`src/ivp_defines.svh`:
```
// Constants for the interrupt vector priority unit
`ifndef IVP_DEFINES_SVH
`define IVP_DEFINES_SVH

// Slot size in bytes as a shift
`define IVP_SLOT_SHIFT 3
// Number of trap slots
`define IVP_NUM_SLOTS 32
// Reset and NMI cannot be masked
`define IVP_UNMASKABLE 32'h0000_0003

// Trap slot of each hardware source, and software-only slot 19
`define IVP_SLOT_RESET 5'h00
`define IVP_SLOT_NMI 5'h01
`define IVP_SLOT_EXT0 5'h02
`define IVP_SLOT_EXT2 5'h03
`define IVP_SLOT_TMR0 5'h04
`define IVP_SLOT_S0RX 5'h05
`define IVP_SLOT_S1RX 5'h06
`define IVP_SLOT_S1TX 5'h07
`define IVP_SLOT_PLL 5'h08
`define IVP_SLOT_DMA1 5'h09
`define IVP_SLOT_HOST 5'h0A
`define IVP_SLOT_EXT3 5'h0B
`define IVP_SLOT_S2RX 5'h0C
`define IVP_SLOT_S2TX 5'h0D
`define IVP_SLOT_DMA4 5'h0E
`define IVP_SLOT_DMA5 5'h0F
`define IVP_SLOT_EXT1 5'h10
`define IVP_SLOT_S0TX 5'h11
`define IVP_SLOT_DMA0 5'h12
`define IVP_SLOT_SW19 5'h13
`define IVP_SLOT_DMA2 5'h14
`define IVP_SLOT_DMA3 5'h15
`define IVP_SLOT_TMR1 5'h16
`define IVP_SLOT_TWI 5'h17
`define IVP_SLOT_BUSERR 5'h18
`define IVP_SLOT_DATALOG 5'h19
`define IVP_SLOT_RTOS 5'h1A

// Rank of each slot other than reset, NMI, RTOS and 27-31
`define IVP_RANK_EXT0 5'h03
`define IVP_RANK_EXT2 5'h05
`define IVP_RANK_TMR0 5'h06
`define IVP_RANK_S0RX 5'h07
`define IVP_RANK_S1RX 5'h09
`define IVP_RANK_S1TX 5'h0A
`define IVP_RANK_PLL 5'h0B
`define IVP_RANK_DMA1 5'h0D
`define IVP_RANK_HOST 5'h0E
`define IVP_RANK_EXT3 5'h0F
`define IVP_RANK_S2RX 5'h11
`define IVP_RANK_S2TX 5'h12
`define IVP_RANK_DMA4 5'h15
`define IVP_RANK_DMA5 5'h16
`define IVP_RANK_EXT1 5'h04
`define IVP_RANK_S0TX 5'h08
`define IVP_RANK_DMA0 5'h0C
`define IVP_RANK_SW19 5'h10
`define IVP_RANK_DMA2 5'h13
`define IVP_RANK_DMA3 5'h14
`define IVP_RANK_TMR1 5'h17
`define IVP_RANK_TWI 5'h18
`define IVP_RANK_BUSERR 5'h02
`define IVP_RANK_DATALOG 5'h19

`endif

```
`src/ivp_pkg.sv`:
```
// Types shared by the interrupt vector priority unit
package ivp_pkg;
    // Trap slot number or priority rank
    typedef logic [4:0] ivp_slot_t;
    // One bit per trap slot
    typedef logic [31:0] ivp_vec_t;
    // Byte offset from the vector base
    typedef logic [7:0] ivp_off_t;
endpackage

```
`src/ivp_unit.sv`:
```
// Interrupt prioritisation and vector offset generation
`timescale 1ns/1ps
`include "ivp_defines.svh"

module ivp_unit (
    input wire logic sys_clk,
    input wire logic rst_b,
    input wire logic reset_req,
    input wire logic nmi_irq,
    input wire logic ext_irq_pin_zero,
    input wire logic ext_irq_pin_one,
    input wire logic ext_irq_pin_two,
    input wire logic ext_irq_pin_three,
    input wire logic watchdog_irq,
    input wire logic wdt_gp_mode,
    input wire logic timer_zero_irq,
    input wire logic timer_one_irq,
    input wire logic serial_zero_rx_irq,
    input wire logic serial_zero_tx_irq,
    input wire logic serial_one_rx_irq,
    input wire logic serial_one_tx_irq,
    input wire logic serial_two_rx_irq,
    input wire logic serial_two_tx_irq,
    input wire logic dma_zero_irq,
    input wire logic dma_one_irq,
    input wire logic dma_two_irq,
    input wire logic dma_three_irq,
    input wire logic dma_four_irq,
    input wire logic dma_five_irq,
    input wire logic pll_lock_irq,
    input wire logic host_irq,
    input wire logic two_wire_bus_irq,
    input wire logic bus_error_irq,
    input wire logic data_log_irq,
    input wire logic rtos_irq,
    input wire logic software_trap,
    input wire ivp_pkg::ivp_slot_t software_trap_num,
    input wire ivp_pkg::ivp_vec_t irq_enable,
    input wire logic global_enable,
    input wire logic int_ack,
    output logic irq_req_q,
    output ivp_pkg::ivp_slot_t vec_trap_q,
    output ivp_pkg::ivp_off_t vec_offset_q,
    output ivp_pkg::ivp_slot_t vec_rank_q
);

    // Hardware pending flags, one per slot
    ivp_pkg::ivp_vec_t pend_q;
    ivp_pkg::ivp_vec_t pend_d;
    // Software trap pending flags
    ivp_pkg::ivp_vec_t swp_q;
    ivp_pkg::ivp_vec_t swp_d;
    // Raw hardware requests by slot
    ivp_pkg::ivp_vec_t hw_req;
    // Software trap request by slot
    ivp_pkg::ivp_vec_t sw_req;
    // Slot cleared by this cycle's acknowledge
    ivp_pkg::ivp_vec_t ack_vec;
    // Requests allowed to compete
    ivp_pkg::ivp_vec_t elig_d;
    // Winning slot and its rank
    ivp_pkg::ivp_slot_t win_slot;
    ivp_pkg::ivp_slot_t win_rank;
    logic win_any;

    // Fixed rank of each slot
    function automatic ivp_pkg::ivp_slot_t ivp_rank(input ivp_pkg::ivp_slot_t s);
        ivp_pkg::ivp_slot_t r;
        r = s;
        unique case (s)
            `IVP_SLOT_EXT0: r = `IVP_RANK_EXT0;
            `IVP_SLOT_EXT2: r = `IVP_RANK_EXT2;
            `IVP_SLOT_TMR0: r = `IVP_RANK_TMR0;
            `IVP_SLOT_S0RX: r = `IVP_RANK_S0RX;
            `IVP_SLOT_S1RX: r = `IVP_RANK_S1RX;
            `IVP_SLOT_S1TX: r = `IVP_RANK_S1TX;
            `IVP_SLOT_PLL: r = `IVP_RANK_PLL;
            `IVP_SLOT_DMA1: r = `IVP_RANK_DMA1;
            `IVP_SLOT_HOST: r = `IVP_RANK_HOST;
            `IVP_SLOT_EXT3: r = `IVP_RANK_EXT3;
            `IVP_SLOT_S2RX: r = `IVP_RANK_S2RX;
            `IVP_SLOT_S2TX: r = `IVP_RANK_S2TX;
            `IVP_SLOT_DMA4: r = `IVP_RANK_DMA4;
            `IVP_SLOT_DMA5: r = `IVP_RANK_DMA5;
            `IVP_SLOT_EXT1: r = `IVP_RANK_EXT1;
            `IVP_SLOT_S0TX: r = `IVP_RANK_S0TX;
            `IVP_SLOT_DMA0: r = `IVP_RANK_DMA0;
            `IVP_SLOT_SW19: r = `IVP_RANK_SW19;
            `IVP_SLOT_DMA2: r = `IVP_RANK_DMA2;
            `IVP_SLOT_DMA3: r = `IVP_RANK_DMA3;
            `IVP_SLOT_TMR1: r = `IVP_RANK_TMR1;
            `IVP_SLOT_TWI: r = `IVP_RANK_TWI;
            `IVP_SLOT_BUSERR: r = `IVP_RANK_BUSERR;
            `IVP_SLOT_DATALOG: r = `IVP_RANK_DATALOG;
            default: r = s; // Reset, NMI, RTOS, 27-31: rank equals slot
        endcase
        return r;
    endfunction

    // Lowest rank among a set of slots, for checking
    function automatic ivp_pkg::ivp_slot_t ivp_min_rank(input ivp_pkg::ivp_vec_t v);
        ivp_pkg::ivp_slot_t m;
        m = 5'h1F;
        for (int i = 0; i < `IVP_NUM_SLOTS; i++) begin
            if (v[i] && ivp_rank(5'(i)) < m) begin
                m = ivp_rank(5'(i));
            end
        end
        return m;
    endfunction

    // Byte offset of a slot from the vector base
    function automatic ivp_pkg::ivp_off_t ivp_offset(input ivp_pkg::ivp_slot_t s);
        return {s, `IVP_SLOT_SHIFT'(0)};
    endfunction

    // Map each hardware source onto its slot
    always_comb begin
        hw_req = '0;
        hw_req[`IVP_SLOT_RESET] = reset_req;
        hw_req[`IVP_SLOT_NMI] = nmi_irq;
        hw_req[`IVP_SLOT_BUSERR] = bus_error_irq;
        // Shared slot: watchdog only in timer mode
        hw_req[`IVP_SLOT_EXT3] = ext_irq_pin_three | (watchdog_irq & wdt_gp_mode);
        hw_req[`IVP_SLOT_S0RX] = serial_zero_rx_irq;
        hw_req[`IVP_SLOT_S0TX] = serial_zero_tx_irq;
        hw_req[`IVP_SLOT_S1RX] = serial_one_rx_irq;
        hw_req[`IVP_SLOT_S1TX] = serial_one_tx_irq;
        hw_req[`IVP_SLOT_S2RX] = serial_two_rx_irq;
        hw_req[`IVP_SLOT_S2TX] = serial_two_tx_irq;
        hw_req[`IVP_SLOT_DMA0] = dma_zero_irq;
        hw_req[`IVP_SLOT_DMA1] = dma_one_irq;
        hw_req[`IVP_SLOT_DMA2] = dma_two_irq;
        hw_req[`IVP_SLOT_DMA3] = dma_three_irq;
        hw_req[`IVP_SLOT_DMA4] = dma_four_irq;
        hw_req[`IVP_SLOT_DMA5] = dma_five_irq;
        hw_req[`IVP_SLOT_RTOS] = rtos_irq;
        hw_req[`IVP_SLOT_EXT0] = ext_irq_pin_zero;
        hw_req[`IVP_SLOT_EXT1] = ext_irq_pin_one;
        hw_req[`IVP_SLOT_EXT2] = ext_irq_pin_two;
        hw_req[`IVP_SLOT_TMR0] = timer_zero_irq;
        hw_req[`IVP_SLOT_TMR1] = timer_one_irq;
        hw_req[`IVP_SLOT_PLL] = pll_lock_irq;
        hw_req[`IVP_SLOT_HOST] = host_irq;
        hw_req[`IVP_SLOT_TWI] = two_wire_bus_irq;
        hw_req[`IVP_SLOT_DATALOG] = data_log_irq;
        // Slots 19 and 27-31 stay without a hardware source
    end

    // Software trap and acknowledge decode
    always_comb begin
        sw_req = '0;
        ack_vec = '0;
        // Trap n lands in the same slot as hardware source n
        if (software_trap) begin
            sw_req[software_trap_num] = 1'b1;
        end
        // Acknowledge clears the slot being presented
        if (int_ack && irq_req_q) begin
            ack_vec[vec_trap_q] = 1'b1;
        end
    end

    // Next pending state: set wins over clear
    always_comb begin
        pend_d = (pend_q & ~ack_vec) | hw_req;
        swp_d = (swp_q & ~ack_vec) | sw_req;
        // Masks gate maskable hardware sources only
        elig_d = (pend_d & ((irq_enable & {`IVP_NUM_SLOTS{global_enable}})
            | `IVP_UNMASKABLE)) | swp_d;
    end

    // Pick the eligible slot of lowest rank
    always_comb begin
        win_any = 1'b0;
        win_slot = '0;
        win_rank = '0;
        for (int i = 0; i < `IVP_NUM_SLOTS; i++) begin
            // Strictly lower rank replaces the current choice
            if (elig_d[i] && (!win_any || ivp_rank(5'(i)) < win_rank)) begin
                win_any = 1'b1;
                win_slot = 5'(i);
                win_rank = ivp_rank(5'(i));
            end
        end
    end

    // Pending flag registers
    always_ff @(posedge sys_clk) begin
        if (!rst_b) begin
            pend_q <= '0;
            swp_q <= '0;
        end else begin
            pend_q <= pend_d;
            swp_q <= swp_d;
        end
    end

    // Presented vector registers
    always_ff @(posedge sys_clk) begin
        if (!rst_b) begin
            irq_req_q <= 1'b0;
            vec_trap_q <= '0;
            vec_offset_q <= '0;
            vec_rank_q <= '0;
        end else begin
            irq_req_q <= win_any;
            vec_trap_q <= win_slot;
            vec_offset_q <= ivp_offset(win_slot);
            vec_rank_q <= win_rank;
        end
    end

    // Eligible set seen by the last decision, for checking
    ivp_pkg::ivp_vec_t elig_q;
    always_ff @(posedge sys_clk) begin
        if (!rst_b) begin
            elig_q <= '0;
        end else begin
            elig_q <= elig_d;
        end
    end
endmodule

```
`config.mk`:
```
export PLATFORM = sky130hd
export DESIGN_NAME = ivp_unit
export DESIGN_NICKNAME = d
export VERILOG_FILES = /design/src/ivp_pkg.sv /design/src/ivp_unit.sv
export VERILOG_INCLUDE_DIRS = /design/src
export SDC_FILE = /design/constraint.sdc
export NUM_CORES = 1
export LEC_CHECK = 0
export ABC_AREA = 1
export BUFFER_PORTS_ARGS = -buffer_cell sky130_fd_sc_hd__clkbuf_2
export CORE_MARGIN = 2
export CORE_UTILIZATION = 40
export DETAILED_ROUTE_END_ITERATION = 10
export PLACE_DENSITY = 0.62
export SYNTH_ARGS = -nofsm -noshare
export SYNTH_HDL_FRONTEND = slang
export SYNTH_SLANG_ARGS = --single-unit
export TNS_END_PERCENT = 5
```
`constraint.sdc`:
```
create_clock -name sys_clk -period 2.95 [get_ports sys_clk]
set_input_delay 0 -clock sys_clk [delete_from_list [all_inputs] [get_ports sys_clk]]
set_output_delay 0 -clock sys_clk [all_outputs]
set_load 0.005 [all_outputs]
```
==> out/metrics.cfg, run 1 <==
[clocking]
htreeDepth = 3
insertion_delay_ns = 0.37
clockBufferDepth = 2
root_buffer = clkbuf_8
cts.sinks = 75
cts_tree = done
clk_pin_slew_ns = 0.08
cts_buffers = 9

[floorplan]
die_w_um = 108.6
dieArea_sq_um = 11790
coreArea_sq_um = 10750
dieHeight_um = 108.6
rows = 38
initial_core_util = 0.4072
ioPinCount = 89

[final_layout]
antenna_cells = 0
fin_nets = 925
fillerInstances = 1013
layout.cells.non_filler = 1000
final_core_util = 0.5959
drive_gt1_frac = 0.3814
syn2layout_area_growth_pct = 46.35
fin_area_sq_um = 6404

[critical_path]
cp.arrival_ns = 3.88
required_ns = 3.23
worstSetupStartpoint = vec_offset_q[3]
worstSetupStartpointType = register
crit_fanout = 6
critical_path_class = register to register
endpoint_kind = register
r2r_start = vec_offset_q[3]

[synth]
synth_top_family_by_area = simple AND/OR/NAND/NOR gates
synth-compound-area-share = 0.1736
netlist_area_sq_um = 4375
synthDistinctLibCells = 45
synth.largest_area_cell = dfxtp_1
syn_avg_cell_area_sq_um = 7.034
synthAdderAreaFrac = 0
yosysWarnings = 0
synth_top_area_frac = 0.3432
synthMuxAreaShare = 0
synth-edff-count = 0
syn_inst = 622
synth-seq-cells = 75
synth_ff_type = dfxtp_1
asyncSetResetFlopFracSynth = 0
yosys.area_share.simple = 0.3743
ys_seq_area_frac = 0.3432
synth_xor_area_frac = 0
synth_area_leaders = dfxtp_1 34%, nand2_1 9.5%, inv_1 7.4%, nor2_1 7.4%, a21oi_1 4.5%

[status]
outcome = finished, violations left
violations = setup timing

[timing]
fin_crit_ns = 3.598
slew_headroom = 0.2064
fin_ws_ns = -0.6481
fmax_mhz = 277.9
finalHoldViolCount = 0
slew_violations = 0
fin_skew_ns = 0.01078
period_share = 1.220
rsz0062_at_grt = yes
tightestPinTransition_ns = 1.190
setup_viol = 11

[detailed_routing]
drt.antenna.violating_nets = 0
vias_per_cell = 4.889
num_vias = 4889
drc = 0
first_pass_iters = 5
drtIter0Drc = 271
wl_um = 14010
wire_per_inst_um = 14.01

[global_routing]
grt_use_total = 0.2418
grt.overflow.total = 0
grt_max_degree = 69
grt_pass1_vias = 4655
antenna_found_initial = 0
grt_pass1_wl_um = 22040

[power]
irDropWorstVdd_uv = 187.8
total_leakage_power_nw = 3.178
power.total_mw = 2.265
p_per_area_nw_per_um2 = 353.8

[flow_run]
drv_cap = 0

[worst_hold_path]
hold_start = software_trap_num[0]
hold_class = input pin to register

[placement]
dpl_cell_area_sq_um = 5788
dp_hpwl_um = 10930
port_buffers = 83
dp.cells = 950
gp_congestion = 0.9714

==> sequential cells by signal (all words and copies together) (netlist names) <==
| name | count |
|---|---|
| vec_rank_q | 5 |
| irq_req_q | 1 |
| pend_q | 32 |
| vec_offset_q | 5 |
| swp_q | 32 |
==> metrics by stage <==
step / hold slack, ns / setup TNS (ns) / setup WS, ns
2_1_floorplan: 0.09763 / -1.989 / -0.2381
3_3_place_gp: 0.2186 / -6.057 / -0.6030
3_5_place_dp: 0.2306 / -7.007 / -0.6908
4_1_cts: 0.01993 / -6.192 / -0.6233
5_1_grt: 0.06388 / -9.718 / -0.9675
6_report: 0.02123 / -6.626 / -0.6481
==> cell usage in the layout, fill, tap and decap left out, types with 4 or more instances in the layout <==
| cell | synthesis | routed |
|---|---|---|
| buf_4 | 8 | 130 |
| nand3_1 | 27 | 26 |
| nand2_2 | 19 | 21 |
| inv_2 | 10 | 11 |
| clkbuf_2 | 0 | 83 |
| nor2_4 | 12 | 13 |
| clkinvlp_4 | 0 | 4 |
| a22oi_1 | 24 | 23 |
| o21ai_1 | 9 | 9 |
| o21a_1 | 13 | 12 |
| and2_1 | 4 | 4 |
| nor2_2 | 7 | 9 |
| nor2_1 | 86 | 83 |
| clkbuf_8 | 0 | 9 |
| nand4_1 | 11 | 11 |
| nand2_4 | 2 | 5 |
| dfxtp_2 | 0 | 4 |
| a31oi_1 | 4 | 4 |
| dlygate4sd3_1 | 0 | 26 |
| a21oi_1 | 39 | 36 |
| nand4_4 | 4 | 6 |
| inv_1 | 86 | 85 |
| dfxtp_1 | 75 | 70 |
| nand2_1 | 111 | 106 |
| o21ai_0 | 8 | 7 |
| nor3_2 | 5 | 5 |
| nor3_1 | 14 | 13 |
==> logic make-up after synthesis <==
group / after synthesis
and+or+nand+nor: 316
DFF: 75
buffers and inverters: 118
other: 1
AOI/OAI and AO/OA: 112
==> power breakdown <==
group / internal [mW] / total (mW) / switching (mW)
combinational: 0.227 / 0.481 / 0.254
sequential: 1.05 / 1.07 / 0.0161
clock: 0.300 / 0.718 / 0.418
total: 1.58 / 2.27 / 0.689
==> area by class of cell <==
class	instances	area, sq um	share of cell area
tap	140	175.2	0.02735
sequential	75	1510	0.2358
timing repair buffer	239	1652	0.2579
clock inverter	7	45.04	0.007034
multi-input combinational	431	2526	0.3945
inverter	99	371.6	0.05803
clock buffer	9	123.9	0.01934
==> routing by layer <==
layer  vias to the layer above  track usage  share of wire
li1                       2477            -              -
met1                      2280       0.3106           0.45
met2                       120       0.4165           0.49
met3                        12      0.04099          0.051
met4                         0      0.06777          0.011
met5                         -            0              0
==> Yosys cell counts, types with 5 or more instances <==
library cell and number:
inv_2 10, dfxtp_1 75, nor2_2 7, buf_4 8, nand2_1 111, nor3_2 5, o21a_1 13, o21ai_1 9
nand4_1 11, nor2_4 12, clkbuf_1 10, o21ai_0 8, a22oi_1 24, nand3_1 27, nand2_2 19, nor2_1 86
nor3_1 14, a21oi_1 39, inv_1 86
==> critical path, stage by stage (launching register included) <==
cell     delay (ns)
dfxtp_4        0.37
inv_1          0.08
buf_4          0.10
nand2_1        0.05
nor2_2         0.14
nand2_2        0.08
nand2_1        0.08
nand2_2        0.07
nor2_4         0.13
nand2_4        0.07
nor2_4         0.11
nand4_4        0.12
nor2_4         0.14
nand4_4        0.13
nor2_4         0.17
nand4_4        0.09
nor2_4         0.17
nand4_4        0.11
nor2_4         0.12
nand4_2        0.12
nor2_4         0.15
nand4_4        0.10
nor2_4         0.17
nand4_4        0.12
nor2_2         0.16
buf_4          0.14
nor3_1         0.04
a21oi_1        0.17
==> path summary, 6_finish.rpt <==
check,to,depth (start not counted),slack [ns]
hold reg to reg,pend_q[19],2,0.44
setup / recovery,vec_rank_q[1],27,-0.65
hold / removal,swp_q[4],4,0.02
setup reg to reg,vec_rank_q[1],27,-0.65
==> timing repair <==
item,CTS,global route
hold buffers,26,0
pin swaps,7,14
endpoints found under the hold margin,31,0
buffers inserted,4,4
endpoints found under the setup margin,11,11
gates resized for setup,8,26
Note: power is estimated with default switching activity, not from simulation.
==> inputs of run 2 (changes only) <==
--- a/config.mk
+++ b/config.mk
@@ -10,7 +10,7 @@
 export BUFFER_PORTS_ARGS = -buffer_cell sky130_fd_sc_hd__clkbuf_2
 export CORE_MARGIN = 2
-export CORE_UTILIZATION = 40
+export CORE_UTILIZATION = 50
 export DETAILED_ROUTE_END_ITERATION = 10
-export PLACE_DENSITY = 0.62
+export PLACE_DENSITY = 0.75
 export SYNTH_ARGS = -nofsm -noshare
 export SYNTH_HDL_FRONTEND = slang
==> constraint.sdc (replaced) <==
create_clock -name sys_clk -period 2.95 [get_ports sys_clk]
set_input_delay 0.295 -clock sys_clk [delete_from_list [all_inputs] [get_ports sys_clk]]
set_output_delay 0.295 -clock sys_clk [all_outputs]
set_load 0.005 [all_outputs]
==> run 2 against run 1 <==
The flow still finishes with violations (setup timing); critical path depth rose by 1; routed wire length rose by 3.1%; clock-buffer cell count did not move; power rose by 7.9%; first-iteration DRC count rose by 38%; non-clock buffer count fell by 16; clock power rose by 27%; global-route usage rose by 5.2 points; via count rose by 3.3%; register-to-register slack got worse by 0.12 ns; final cell count fell by 4.8%; setup slack got worse by 0.12 ns.
==> out/metrics.cfg, run 2 (same netlist as run 1, synthesis figures left out) <==
[final_layout]
antenna_cells = 0
final_common_cell = buf_4
drive_gt1_frac = 0.3969
fin_nets = 909
final_cell_mix = 139 x buf_4, 106 x nand2_1, 85 x nor2_1
syn2layout_area_growth_pct = 42.78
reg_top3 = pend_q: 32 flops, swp_q: 32 flops
layout.cells.non_filler = 952

[clocking]
cts_buffers = 9
clk_pin_slew_ns = 0.09
root_buffer = clkbuf_8
cts_tree = done
insertion_delay_ns = 0.37
clockBufferDepth = 2
cts.sinks = 75
htreeDepth = 3

[detailed_routing]
wire_per_inst_um = 15.17
first_pass_iters = 5
wl_um = 14440
vias_per_cell = 5.306
drc = 0
num_vias = 5051
drtIter0Drc = 374
drt.antenna.violating_nets = 0

[placement]
gp_congestion = 0.9787
dp_hpwl_um = 10870
dp_slack_ns = -0.6252
port_buffers = 83
dp.cells = 921

[status]
outcome = finished, violations left
violations = setup timing

[global_routing]
grt.overflow.total = 0
grt_pass1_vias = 4870
grt_pass1_wl_um = 22470
antenna_found_initial = 0
grt_max_degree = 25
grt_use_total = 0.2933

[flow_run]
drv_cap = 0

[timing]
period_share = 1.261
hold_ws_ns = 0.1460
setup_viol = 11
rsz0062_at_grt = yes
fin_crit_ns = 3.719
tns_ns = -7.764
fin_skew_ns = 0.009152
slew_violations = 0
slew_headroom = 0.6454
fmax_mhz = 268.9
tightestPinTransition_ns = 0.5278
finalHoldViolCount = 0
fin_ws_ns = -0.7685

[critical_path]
endpoint_kind = register
critical_path_class = register to register
crit_fanout = 6
cp.arrival_ns = 4.00
worstSetupStartpointType = register
reg2regPathDepth = 28
max_stage_delay_ns = 0.38
required_ns = 3.23
cp_common_cell = nor2_4
cpMaxStageDelayCell = dfxtp_4

[floorplan]
die_w_um = 97.55
rows = 34
ioPinCount = 89
dieHeight_um = 97.55
dieArea_sq_um = 9515
coreArea_sq_um = 8593
initial_core_util = 0.5092

[worst_hold_path]
hold_class = input pin to register
hold_depth = 3

[power]
irDropWorstVdd_uv = 212.1
total_leakage_power_nw = 3.147
p_per_area_nw_per_um2 = 391.2

==> run 2: cell types whose count changed in the layout (fill, tap and decap cells not counted), moves of 3 or more <==
| cell | delta |
|---|---|
| dlygate4sd3_1 | -26 |
| buf_4 | +9 |
| nor2_2 | -4 |
| clkinv_2 | -3 |
==> run 2: area by class of cell <==
cell class / count / area (sq um)
timing repair buffer: 223 / 1470
inverter: 99 / 376.6
clock inverter: 7 / 101.3
sequential: 75 / 1516
multi-input combinational: 431 / 2524
clock buffer: 9 / 123.9
fill: 679 / 2346
tap: 108 / 135.1
==> run 2: routing by layer <==
layer	track usage	part of all wire	wire, um	up-vias
met5	0	0	0	-
met4	0.1122	0.030	435	0
met3	0.04460	0.077	1113	44
met2	0.5141	0.50	7172	225
met1	0.3617	0.40	5720	2335
li1	-	-	-	2447
==> run 2: stage by stage <==
stage	total power, mW	util	cell area (sq um)
floorplan	1.312	-	4383
global placement	1.507	0.6715	5771
detailed placement	1.518	0.6715	5771
CTS	2.418	0.6992	6008
global route	2.535	0.7270	6247
finish	2.444	0.7270	6247
==> run 2: worst paths after layout <==
| kind | slack, ns | from | end |
|---|---|---|---|
| hold reg to reg | 0.45 | pend_q[30] | pend_q[30] |
| setup / recovery | -0.77 | vec_offset_q[5] | vec_rank_q[1] |
| hold / removal | 0.15 | bus_error_irq | pend_q[24] |
| setup reg to reg | -0.77 | vec_offset_q[5] | vec_rank_q[1] |
==> run 2: repair_timing <==
item,in CTS,in global routing
resized for setup,7,32
pin swaps,0,26
setup endpoints to repair,11,11
buffers inserted,0,15
hold buffers,0,0
==> run 2: worst max-delay path, delay by kind of cell, from the launching register on <==
kind                   cells  cell delay [ns]
AND/OR/NAND/NOR           22             2.62
AO/OA/AOI/OAI              1             0.17
flip-flops                 1             0.38
buffers and inverters      5             0.46
==> run 2: report_power, final <==
part           switching [mW]  internal (mW)  leakage, nW  total [mW]
Clock                   0.431          0.482        0.106       0.913
Sequential             0.0177           1.05        0.618        1.07
Combinational           0.255          0.208         2.42       0.464
